--- config.mk ---
export PLATFORM = sky130hd
export DESIGN_NAME = csr_call_stack
export DESIGN_NICKNAME = d
export VERILOG_FILES = /design/src/inc/csr_pkg.sv /design/src/csr_call_stack.sv /design/src/csr_stack_mem.sv /design/src/csr_reset_seq.sv
export SDC_FILE = /design/constraint.sdc
export NUM_CORES = 1
export LEC_CHECK = 0
export ABC_AREA = 0
export BUFFER_PORTS_ARGS = -buffer_cell sky130_fd_sc_hd__buf_2
export CAP_MARGIN = 20
export CORE_MARGIN = 2
export CORE_UTILIZATION = 58
export DETAILED_ROUTE_END_ITERATION = 8
export PLACE_DENSITY = 0.83
export SLEW_MARGIN = 20
export SYNTH_ARGS = -nofsm -noshare
export SYNTH_HDL_FRONTEND = slang
export SYNTH_SLANG_ARGS = --single-unit
--- constraint.sdc ---
create_clock -name aclk -period 3.75 [get_ports aclk]
set_clock_uncertainty 0.1 [all_clocks]
set_input_delay 0.9375 -clock aclk [delete_from_list [all_inputs] [get_ports aclk]]
set_output_delay 0.9375 -clock aclk [all_outputs]
set_load 0.01 [all_outputs]
--- src/inc/csr_pkg.sv ---
package csr_pkg;
  // Register indices; the bus byte address is four times the index.
  localparam logic [7:0] CSR_IDX_FLAGS = 8'h86;
  localparam logic [7:0] CSR_IDX_SP = 8'hDF;
  localparam logic [7:0] CSR_IDX_STK_BASE = 8'hF0;
  localparam logic [7:0] CSR_IDX_CFG = 8'hE0;
  localparam int CSR_ADDR_W = 12;
  localparam int CSR_DEPTH = 8;
  localparam int CSR_PC_W = 13;
  localparam logic [2:0] CSR_SP_RST = 3'h7;
  localparam logic [12:0] CSR_PC_RST = 13'h0000;
  localparam int CSR_GIE_BIT = 7;
  localparam logic [1:0] CSR_CAUSE_WDT = 2'h0;
  localparam logic [1:0] CSR_CAUSE_POR = 2'h2;
  localparam logic [1:0] CSR_CAUSE_EXT = 2'h3;
  localparam logic [1:0] CSR_RESP_OKAY = 2'h0;
  localparam logic [1:0] CSR_RESP_SLVERR = 2'h2;
  localparam real CSR_CLK_MHZ = 125.0;
  localparam real CSR_SETTLE_US = 10.0;
  localparam real CSR_WARM_US = 20.0;
  localparam int CSR_SETTLE_CYC = int'(CSR_SETTLE_US * CSR_CLK_MHZ);
  localparam int CSR_WARM_CYC = int'(CSR_WARM_US * CSR_CLK_MHZ);

  typedef enum logic [2:0] {
    CSR_ST_SETTLE = 3'b000,
    CSR_ST_PIN = 3'b001,
    CSR_ST_INIT = 3'b011,
    CSR_ST_WARM = 3'b010,
    CSR_ST_RUN = 3'b110
  } csr_state_e;

  typedef struct packed {
    logic push;
    logic pop_sub;
    logic pop_irq;
    logic [12:0] pc;
  } csr_seq_s;

  function automatic logic [2:0] csr_idx(input logic [11:0] a);
    return a[4:2];
  endfunction : csr_idx
endpackage : csr_pkg

--- src/csr_call_stack.sv ---
// The AXI4-Lite slave port was left to the implementer.
`timescale 1ns/1ps
// Behaviour
// (RL1) Return stack holds eight saved program counter entries.
// (RL2) Push on call and interrupt entry; pop on matching return.
// (RL3) Three-bit pointer selects the entry used by push and pop.
// (RL4) Push decrements the pointer; pop increments it.
// (RL5) Each entry is thirteen bits, upper five and lower eight.
// (RL6) Pointer 111 empty; pushes fill 0..7; ninth push is overflow.
// (RL7) Pop returns the top entry, retracing pushes back to 111.
// (RL8) Interrupt return and subroutine return both pop the stack.
// (RL9) Pointer register bit 7 is interrupt enable, reset 0; pointer 111.
// (RL10) Pointer at DF, entries in the system register area.
// (RL11) Software should write 111 to the pointer at program start.
// (RL12) Reset by power-on, watchdog, brown-out, enabled reset pin.
// (RL13) Reset restores registers, halts, clears PC; run from zero.
// (RL14) Flags bits 7:6 give cause: 00 wdt, 10 power, 11 pin.
// (RL15) Reset cause flags stay readable by software after reset.
// (RL16) Power-on: settle, check pin, init, warm up, execute.
// (RL17) With pin reset enabled, stay in reset while the pin is low.
// (RL18) Watchdog overflow resets, inits, warms up, resumes at zero.
// (RL19) Pointer wraps modulo eight; no trap on over or underflow.
module csr_call_stack
  import csr_pkg::*;
#(
  parameter int SETTLE_CYC = CSR_SETTLE_CYC,
  parameter int WARM_CYC = CSR_WARM_CYC
) (
  input wire logic aclk,
  input wire logic aresetn,
  input wire logic [CSR_ADDR_W-1:0] s_axi_awaddr,
  input wire logic [2:0] s_axi_awprot,
  input wire logic s_axi_awvalid,
  output logic s_axi_awready,
  input wire logic [31:0] s_axi_wdata,
  input wire logic [3:0] s_axi_wstrb,
  input wire logic s_axi_wvalid,
  output logic s_axi_wready,
  output logic [1:0] s_axi_bresp,
  output logic s_axi_bvalid,
  input wire logic s_axi_bready,
  input wire logic [CSR_ADDR_W-1:0] s_axi_araddr,
  input wire logic [2:0] s_axi_arprot,
  input wire logic s_axi_arvalid,
  output logic s_axi_arready,
  output logic [31:0] s_axi_rdata,
  output logic [1:0] s_axi_rresp,
  output logic s_axi_rvalid,
  input wire logic s_axi_rready,
  input wire csr_seq_s seq,
  input wire logic wdt_ovf,
  input wire logic bod_rst,
  input wire logic ext_rst_pin,
  output logic [12:0] ret_pc,
  output logic ret_valid,
  output logic global_irq_enable,
  output logic core_run,
  output logic stack_over
);
  logic [2:0] sp_q;
  logic gie_q;
  logic [2:0] flags_q;
  logic [1:0] cause_q;
  logic ext_en_q;
  logic [12:0] ret_pc_q;
  logic ret_valid_q;
  logic run_q;
  logic over_q;
  logic [7:0] depth_q;
  logic aw_got_q;
  logic w_got_q;
  logic [CSR_ADDR_W-1:0] awaddr_q;
  logic [31:0] wdata_q;
  logic [3:0] wstrb_q;
  logic bvalid_q;
  logic rvalid_q;
  logic [1:0] bresp_q;
  logic [1:0] rresp_q;
  logic [31:0] rdata_q;
  logic sys_init;
  logic run_w;
  logic [1:0] cause_w;
  logic [12:0] top_rd;
  logic [12:0] sw_rd;

  // Register index decode, shared by the write and the read path.
  function automatic logic idx_in_page(input logic [CSR_ADDR_W-1:0] a);
    return a[CSR_ADDR_W-1:10] == '0;
  endfunction : idx_in_page

  function automatic logic idx_is_stack(input logic [7:0] idx);
    return idx >= CSR_IDX_STK_BASE;
  endfunction : idx_is_stack

  function automatic logic idx_is_reg(input logic [7:0] idx);
    return idx == CSR_IDX_SP || idx == CSR_IDX_FLAGS || idx == CSR_IDX_CFG;
  endfunction : idx_is_reg

  // F0 and F1 belong to entry 7, FE and FF to entry 0; odd is upper.
  function automatic logic [2:0] idx_entry(input logic [7:0] idx);
    return 3'h7 - idx[3:1];
  endfunction : idx_entry

  wire [7:0] waddr8 = awaddr_q[9:2];
  wire [7:0] raddr8 = s_axi_araddr[9:2];
  wire up_hi = idx_in_page(awaddr_q);
  wire ur_hi = idx_in_page(s_axi_araddr);
  wire w_stk = up_hi && idx_is_stack(waddr8);
  wire r_stk = ur_hi && idx_is_stack(raddr8);
  wire w_sp = up_hi && waddr8 == CSR_IDX_SP;
  wire w_fl = up_hi && waddr8 == CSR_IDX_FLAGS;
  wire w_cfg = up_hi && waddr8 == CSR_IDX_CFG;
  wire w_ok = w_stk || (up_hi && idx_is_reg(waddr8));
  wire r_ok = r_stk || (ur_hi && idx_is_reg(raddr8));
  wire [2:0] w_ent = idx_entry(waddr8);
  wire [2:0] r_ent = idx_entry(raddr8);
  wire w_fire = aw_got_q && w_got_q && !bvalid_q;
  wire w_start = w_fire && w_stk;
  wire w_sp_hit = w_fire && w_sp && wstrb_q[0];
  wire w_fl_hit = w_fire && w_fl && wstrb_q[0];

  // Hardware stack operations only while the core runs. [RL2] [RL8]
  wire do_push = run_q && seq.push;
  // A push and a pop in one cycle: the push wins and the pop is dropped.
  wire do_pop = run_q && (seq.pop_sub || seq.pop_irq) && !seq.push;
  // Pointer 111 writes entry 0 down to 000 writing entry 7. [RL6]
  wire [2:0] sp_slot = ~sp_q; // [RL3]
  wire [2:0] sp_next_push = 3'(sp_q - 3'h1); // [RL4] [RL19]
  wire [2:0] sp_next_pop = 3'(sp_q + 3'h1); // [RL4] [RL19]
  // The top entry is the one just above the pointer. [RL7]
  wire [2:0] pop_slot = ~sp_next_pop;
  // Reads wait during a push and while a software stack write owns the shadow read port.
  wire rd_block = do_push || w_start;

  logic [12:0] sw_val;
  always_comb begin
    sw_val = sw_rd;
    if (waddr8[0] == 1'b1) begin
      if (wstrb_q[0]) sw_val[12:8] = wdata_q[4:0]; // [RL5]
    end else begin
      if (wstrb_q[0]) sw_val[7:0] = wdata_q[7:0]; // [RL5]
    end
  end

  // A push owns the write port; a software entry write in the same cycle
  // is lost, so firmware should not patch entries while calls are running.
  wire stk_we = do_push || w_start;
  // The push slot is the entry at the pointer before the decrement. [RL3]
  wire [2:0] stk_wa = do_push ? sp_slot : w_ent;
  wire [12:0] stk_wd = do_push ? seq.pc : sw_val;

  csr_stack_mem u_mem (
    .aclk(aclk),
    .clr(sys_init),
    .we(stk_we),
    .waddr(stk_wa),
    .wdata(stk_wd),
    .raddr(pop_slot),
    .rdata(top_rd)
  );

  csr_stack_mem u_shadow (
    .aclk(aclk),
    .clr(sys_init),
    .we(stk_we),
    .waddr(stk_wa),
    .wdata(stk_wd),
    .raddr(w_start ? w_ent : r_ent),
    .rdata(sw_rd)
  );

  csr_reset_seq #(
    .SETTLE_CYC(SETTLE_CYC),
    .WARM_CYC(WARM_CYC)
  ) u_rst (
    .aclk(aclk),
    .aresetn(aresetn),
    .wdt_ovf(wdt_ovf),
    .bod_rst(bod_rst),
    .ext_rst_en(ext_en_q),
    .ext_rst_pin(ext_rst_pin),
    .sys_init(sys_init),
    .run(run_w),
    .cause(cause_w)
  );

  // Pointer and interrupt enable; init holds them at reset values. [RL13]
  // A stack operation beats a software pointer write in the same cycle.
  always_ff @(posedge aclk) begin
    if (!aresetn || sys_init) begin
      sp_q <= CSR_SP_RST; // [RL9]
      gie_q <= 1'b0; // [RL9]
    end else begin
      if (do_push) begin
        sp_q <= sp_next_push;
      end else if (do_pop) begin
        sp_q <= sp_next_pop;
      end else if (w_sp_hit) begin
        sp_q <= wdata_q[2:0]; // [RL10]
      end
      if (w_sp_hit) gie_q <= wdata_q[CSR_GIE_BIT]; // [RL9]
    end
  end

  // Return address register and its one-cycle strobe.
  always_ff @(posedge aclk) begin
    if (!aresetn || sys_init) begin
      ret_pc_q <= CSR_PC_RST; // [RL13]
      ret_valid_q <= 1'b0;
    end else begin
      ret_valid_q <= do_pop;
      if (do_pop) ret_pc_q <= top_rd; // [RL7]
    end
  end

  // Depth counts live entries so that the ninth push raises the sticky
  // overflow flag; the pointer itself simply wraps.
  always_ff @(posedge aclk) begin
    if (!aresetn || sys_init) begin
      depth_q <= 8'h00;
      over_q <= 1'b0;
    end else if (do_push) begin
      depth_q <= depth_q + 8'h01;
      over_q <= over_q | (depth_q >= 8'(CSR_DEPTH)); // [RL6] [RL19]
    end else if (do_pop) begin
      depth_q <= (depth_q == 8'h00) ? 8'h00 : depth_q - 8'h01;
    end
  end

  // The cause follows the sequencer during init and is kept afterwards,
  // so software can branch on it once the core runs.
  always_ff @(posedge aclk) begin
    if (!aresetn || sys_init) begin
      cause_q <= cause_w; // [RL14] [RL15]
      flags_q <= 3'h0;
    end else if (w_fl_hit) begin
      cause_q <= wdata_q[7:6];
      flags_q <= wdata_q[2:0];
    end
  end

  // The pin enable stands in for a configuration option, so only the bus
  // reset clears it; internal resets leave it as software set it.
  always_ff @(posedge aclk) begin
    if (!aresetn) begin
      ext_en_q <= 1'b0;
      run_q <= 1'b0;
    end else begin
      run_q <= run_w; // [RL13]
      if (w_fire && w_cfg && wstrb_q[0]) ext_en_q <= wdata_q[0]; // [RL12]
    end
  end

  // AXI4-Lite write path: address and data taken in either order.
  always_ff @(posedge aclk) begin
    if (!aresetn) begin
      aw_got_q <= 1'b0;
      awaddr_q <= '0;
    end else if (w_fire) begin
      aw_got_q <= 1'b0;
    end else if (s_axi_awvalid && s_axi_awready) begin
      aw_got_q <= 1'b1;
      awaddr_q <= s_axi_awaddr;
    end
  end

  always_ff @(posedge aclk) begin
    if (!aresetn) begin
      w_got_q <= 1'b0;
      wdata_q <= 32'h00000000;
      wstrb_q <= 4'h0;
    end else if (w_fire) begin
      w_got_q <= 1'b0;
    end else if (s_axi_wvalid && s_axi_wready) begin
      w_got_q <= 1'b1;
      wdata_q <= s_axi_wdata;
      wstrb_q <= s_axi_wstrb;
    end
  end

  // The write takes effect one cycle after the later half is taken, and
  // the response is raised in that same cycle.
  always_ff @(posedge aclk) begin
    if (!aresetn) begin
      bvalid_q <= 1'b0;
      bresp_q <= CSR_RESP_OKAY;
    end else if (w_fire) begin
      bvalid_q <= 1'b1;
      bresp_q <= w_ok ? CSR_RESP_OKAY : CSR_RESP_SLVERR;
    end else if (s_axi_bready) begin
      bvalid_q <= 1'b0;
    end
  end

  wire [31:0] rd_stk_word =
      raddr8[0] ? {27'h0, sw_rd[12:8]} : {24'h0, sw_rd[7:0]}; // [RL5]
  wire [31:0] rd_sp_word = {24'h0, gie_q, 4'h0, sp_q}; // [RL9]
  wire [31:0] rd_fl_word = {24'h0, cause_q, 3'h0, flags_q}; // [RL15]
  wire [31:0] rd_cfg_word = {24'h0, 2'h0, run_q, 4'h0, ext_en_q};
  wire [31:0] rd_mux = r_stk ? rd_stk_word :
                       (raddr8 == CSR_IDX_SP) ? rd_sp_word :
                       (raddr8 == CSR_IDX_FLAGS) ? rd_fl_word : rd_cfg_word;

  // Read data is captured with the address, so rvalid follows one cycle
  // later and stands until rready.
  always_ff @(posedge aclk) begin
    if (!aresetn) begin
      rvalid_q <= 1'b0;
    end else if (s_axi_arvalid && s_axi_arready) begin
      rvalid_q <= 1'b1;
    end else if (s_axi_rready) begin
      rvalid_q <= 1'b0;
    end
  end

  // Unmapped reads answer with an error and zero data.
  always_ff @(posedge aclk) begin
    if (!aresetn) begin
      rresp_q <= CSR_RESP_OKAY;
      rdata_q <= 32'h00000000;
    end else if (s_axi_arvalid && s_axi_arready) begin
      rresp_q <= r_ok ? CSR_RESP_OKAY : CSR_RESP_SLVERR;
      rdata_q <= r_ok ? rd_mux : 32'h00000000;
    end
  end

  assign s_axi_awready = !aw_got_q && !bvalid_q;
  assign s_axi_wready = !w_got_q && !bvalid_q;
  assign s_axi_bvalid = bvalid_q;
  assign s_axi_bresp = bresp_q;
  assign s_axi_arready = !rvalid_q && !rd_block;
  assign s_axi_rvalid = rvalid_q;
  assign s_axi_rresp = rresp_q;
  assign s_axi_rdata = rdata_q;
  assign ret_pc = ret_pc_q;
  assign ret_valid = ret_valid_q;
  assign global_irq_enable = gie_q;
  assign core_run = run_q;
  assign stack_over = over_q;
endmodule : csr_call_stack

--- src/csr_stack_mem.sv ---
`timescale 1ns/1ps
module csr_stack_mem
  import csr_pkg::*;
(
  input wire logic aclk,
  input wire logic clr,
  input wire logic we,
  input wire logic [2:0] waddr,
  input wire logic [12:0] wdata,
  input wire logic [2:0] raddr,
  output logic [12:0] rdata
);
  logic [12:0] mem_q [CSR_DEPTH];

  // Eight thirteen-bit return entries; clearing restores all to zero. [RL1] [RL5]
  genvar g;
  generate
    for (g = 0; g < CSR_DEPTH; g++) begin : g_ent
      always_ff @(posedge aclk) begin
        if (clr) begin
          mem_q[g] <= CSR_PC_RST;
        end else if (we && waddr == 3'(g)) begin
          mem_q[g] <= wdata;
        end
      end
    end
  endgenerate

  assign rdata = mem_q[raddr];
endmodule : csr_stack_mem

--- src/csr_reset_seq.sv ---
`timescale 1ns/1ps
module csr_reset_seq
  import csr_pkg::*;
#(
  parameter int SETTLE_CYC = CSR_SETTLE_CYC,
  parameter int WARM_CYC = CSR_WARM_CYC
) (
  input wire logic aclk,
  input wire logic aresetn,
  input wire logic wdt_ovf,
  input wire logic bod_rst,
  input wire logic ext_rst_en,
  input wire logic ext_rst_pin,
  output logic sys_init,
  output logic run,
  output logic [1:0] cause
);
  csr_state_e st_q, st_d;
  logic [15:0] cnt_q;
  logic [1:0] cause_q;
  wire pin_low = ext_rst_en && !ext_rst_pin;
  // Any source returns to settle; the pin only counts when enabled. [RL12]
  // A low pin during the pin check only stalls; the other sources still
  // restart the sequence there, but the cause is recorded as pin while it is low.
  wire hit = wdt_ovf || bod_rst || (pin_low && st_q != CSR_ST_PIN);
  wire cnt_done = (st_q == CSR_ST_SETTLE) ? (cnt_q >= 16'(SETTLE_CYC - 1))
                                          : (cnt_q >= 16'(WARM_CYC - 1));

  // Supply settle, pin check, init, warm up, then run. [RL16] [RL18]
  always_comb begin
    st_d = st_q;
    case (st_q)
      CSR_ST_SETTLE: if (cnt_done) st_d = CSR_ST_PIN;
      CSR_ST_PIN: if (!pin_low) st_d = CSR_ST_INIT; // [RL17]
      CSR_ST_INIT: st_d = CSR_ST_WARM;
      CSR_ST_WARM: if (cnt_done) st_d = CSR_ST_RUN;
      CSR_ST_RUN: st_d = CSR_ST_RUN;
      default: st_d = CSR_ST_SETTLE;
    endcase
  end

  always_ff @(posedge aclk) begin
    if (!aresetn) begin
      st_q <= CSR_ST_SETTLE;
      cnt_q <= 16'h0000;
      cause_q <= CSR_CAUSE_POR;
    end else if (hit) begin
      st_q <= CSR_ST_SETTLE;
      cnt_q <= 16'h0000;
      // Pin wins over brown-out, which wins over the watchdog. [RL14]
      cause_q <= pin_low ? CSR_CAUSE_EXT :
                 bod_rst ? CSR_CAUSE_POR : CSR_CAUSE_WDT;
    end else begin
      st_q <= st_d;
      cnt_q <= (st_d != st_q) ? 16'h0000 : cnt_q + 16'h0001;
    end
  end

  assign sys_init = (st_q != CSR_ST_RUN) && (st_q != CSR_ST_WARM);
  assign run = (st_q == CSR_ST_RUN);
  assign cause = cause_q;
endmodule : csr_reset_seq

==> results.md <==
- Worst path bufs/invs: 1
- CP endpoint kind: flip-flop
- Post-route clock period utilization: between 90% and 100%
- Starting density of the core: roughly three fifths
- Placed cell count: ~1.3k
- Min-delay worst type: reg2reg
- Clk sinks: 192
- Row count: 48
- DRC viols: 0
- Critical path's slowest cell: mux4_1
- Fin Hold WS: roughly 0.38 ns
- Power per cell area: around 380 mW/mm^2
- IR Drop Worst-Case VDD: ~0.00034 V
- Core area: 0.0172 sq mm
- Seq cells post-synth: ~190
- Most used DFF post-synth: edfxtp_1
- Comb pwr share: 6.0%
- Tmin final: between 3 and 4 ns
- Die ar.: ~0.018 sq mm
- CP peak stage delay: approximately 0.58 ns
- Routed wire per std cell: 21.4 um
- Netlist cell types: 65
- Hold Fails Final Rpt: 0
- Crit path DAT: between 3 and 4 ns
- CTS tree: built
- I/O Buffers: 86
- DP Area: ~0.011 sq mm
- Sw frac: 23.9%
- N_diodes: 0
- H-tree depth: 4
- Post-CTS sizing: 0
- Clk pwr share: 41.8%
- Cell taking the most area after synthesis: edfxtp_1
- Overflow left after global routing: 0
- Area of the mapped netlist: about 0.010 sq mm
- DP Wirelength: between 15 and 20 mm
- Clk slew on worst S/H paths: around 0.07 ns
- Crit Path Class: reg2reg
- Share of the synthesized area in the top cell type: 31.5%
- Post-Route WL: approximately 28 mm
- Top Family by Delay on Critical Path: multiplexers
- Startpoint type of the worst setup path: flip-flop
- Cells after Synth: roughly 980
- Worst Tran Pin Value: about 1.0 ns
- DRT iter0 DRCs: around 1k
- GRT Total Usage: approximately a third
- Slew margin rel.: between 30% and 40%
- Commonest cells post-synth: a21oi_1 (138), nand2_1 (119), edfxtp_1 (106)
- Drt first pass iters: 8
- Synthesis-to-finish area growth: 12.4%
- Post-CTS Setup Repair Bufs: 0
- Final Setup Violations: 0
- CTS Buf Count: 17
- Area of the multi-input gates: around 0.0049 sq mm
- Register share of total power: a little over half
- Cts hold-fix bufs: 0
- Most common cell in the netlist: a21oi_1
- Ys async rst share: 0%
- Leakage power figure: 4.20 nW
- Post-synth EDFFs: approximately 110
- Worst-path fanout max: 19
- Final non-filler cell total: 1,304
- Vias: ~8.5k
- Largest net degree at the start of global routing: 30
- Yosys warns: 0
- First-pass GRT wire length: 43.6 mm
- Initial antenna violation count: 0
- WP data required: between 3 and 4 ns
- Worst-path cell chain: or3b_1 -> nor3_4 -> mux2i_4 -> buf_12 -> mux4_1 -> mux2_2 -> o21ai_4 -> a21oi_1
- Pint: about 0.0033 W
- Synth area leaders: edfxtp_1 (32%), dfxtp_1 (17%), mux4_2 (9.1%)
- Max Fclk: ~0.28 GHz
- Later-pin clock latency in the skew report: 0.45 ns
- Fin area: between 0.01 and 0.015 sq mm
- Die width: 136 um
- Sequential-to-total area share from yosys stat: between 40 and 50%
- RSZ-0062 raised after global routing: no
- Outcome: finished, final reports clean
- Clk buf depth: 2
- CTS Root Cell: clkbuf_16
- Final ANT Viol Nets: 0
- Fill count: 1,365
- Psw: just over 0.001 W
- Num ports: 150
- Sum Neg Setup Slack: 0 ns
- Vias in the first global route: 8,065
- Die Ht: 136 um
- # nets final: ~1.2k
- Flip-flop and latch area: 0.00491 sq mm
- Layout cells sized above 1: approximately a fifth
- Mapped Avg Cell Area: slightly above 10 sq um
- Slew Viols, Final: 0
- Max-cap violations: 0
- Via density: approximately 6.5
- GPL Wtd Cong: 0.954
worst paths after layout:
path,from,to,slack (ns),cells past startpoint
hold / removal,wdata_q[5]$_SDFFE_PN0P_,wdata_q[5]$_SDFFE_PN0P_,0.38,2
setup / recovery,awaddr_q[6]$_SDFFE_PN0P_,u_shadow.mem_q[6][3]$_SDFFCE_PN0P_,0.20,8
setup reg to reg,awaddr_q[6]$_SDFFE_PN0P_,u_shadow.mem_q[6][3]$_SDFFCE_PN0P_,0.20,8
hold reg to reg,wdata_q[5]$_SDFFE_PN0P_,wdata_q[5]$_SDFFE_PN0P_,0.38,2
routing by layer:
layer  GRT usage [%]  share of wire [%]  vias up
met4            14.6                3.6        0
met5               0                  0        -
met3            6.11                 11       80
met1            40.4                 36     4064
met2            51.8                 49      548
li1                -                  -     3792
worst register-to-register path, cell delays in order (launching register included):
cell     delay (ns)
dfxtp_1        0.38
or3b_1         0.52
nor3_4         0.40
mux2i_4        0.32
buf_12         0.23
mux4_1         0.59
mux2_2         0.34
o21ai_4        0.27
a21oi_1        0.12
logic make-up after synthesis:
logic type      after synthesis  synth area share [%]
simple gates                325                  14.6
compound gates              270                  16.5
flops                       192                  48.6
buf+inv                      92                  4.49
mux                          77                  13.3
xor+xnor                     17                  1.48
fa+ha+maj                     8                 0.992
other cells                   1                0.0372
cell usage in the layout, fill, tap and decap left out, types with 4 or more instances in the layout:
| master | count |
|---|---|
| a211oi_1 | 27 |
| a21boi_0 | 8 |
| a21o_2 | 4 |
| a21oi_1 | 138 |
| a311oi_1 | 8 |
| a31oi_1 | 4 |
| and2_1 | 7 |
| and3_1 | 13 |
| buf_2 | 86 |
| buf_4 | 28 |
| clkbuf_16 | 17 |
| conb_1 | 26 |
| dfxtp_1 | 85 |
| edfxtp_1 | 106 |
| ha_1 | 8 |
| inv_1 | 16 |
| inv_4 | 4 |
| mux2_2 | 6 |
| mux2i_1 | 26 |
| mux4_2 | 41 |
| nand2_1 | 119 |
| nand2b_1 | 8 |
| nand3_1 | 23 |
| nand3b_1 | 4 |
| nand4_1 | 8 |
| nor2_1 | 101 |
| nor2b_1 | 4 |
| nor3_1 | 12 |
| nor4_1 | 6 |
| o211ai_1 | 4 |
| o21a_1 | 5 |
| o21ai_0 | 30 |
| o21ai_1 | 8 |
| o31ai_1 | 5 |
| or3_1 | 4 |
| xnor2_1 | 8 |
| xor2_1 | 8 |
state kept, by name (all words and copies together) (netlist names), 3 cells and up:
register	cells
flags_q	3
awaddr_q	10
u_mem.mem_q	13
u_rst.st_q	3
sp_q	3
wdata_q	8
s_axi_rdata	8
u_shadow.mem_q	91
u_rst.cnt_q	16
ret_pc	13
depth_q	8
layout make-up:
class,count,area share (%)
multi-input cells,723,42.8
inverters,17,0.562
clock buffers,20,4.02
well taps,225,2.48
clock inverters,12,1.04
repair buffers,115,5.82
flip-flops and latches,192,43.2
power groups by stage:
stage | Combinational (W) | Clock, W | Sequential, W
after global placement | 0.000246 | 0 | 0.00230
after floorplan | 0.000181 | 0 | 0.00229
final | 0.000259 | 0.00180 | 0.00225
after detailed placement | 0.000251 | 0 | 0.00230
after CTS | 0.000253 | 0.00180 | 0.00225
after global routing | 0.000284 | 0.00188 | 0.00225
through the flow:
stage | total power, W | worst slack [ns] | util [%]
global placement | 0.00254 | 0.265 | 62.6
detailed placement | 0.00255 | 0.261 | 62.6
global route | 0.00442 | 0.0320 | 66.1
floorplan | 0.00247 | 0.388 | -
finish | 0.00431 | 0.202 | 66.1
CTS | 0.00430 | 0.213 | 66.0
(Power assumes the default switching activity.)
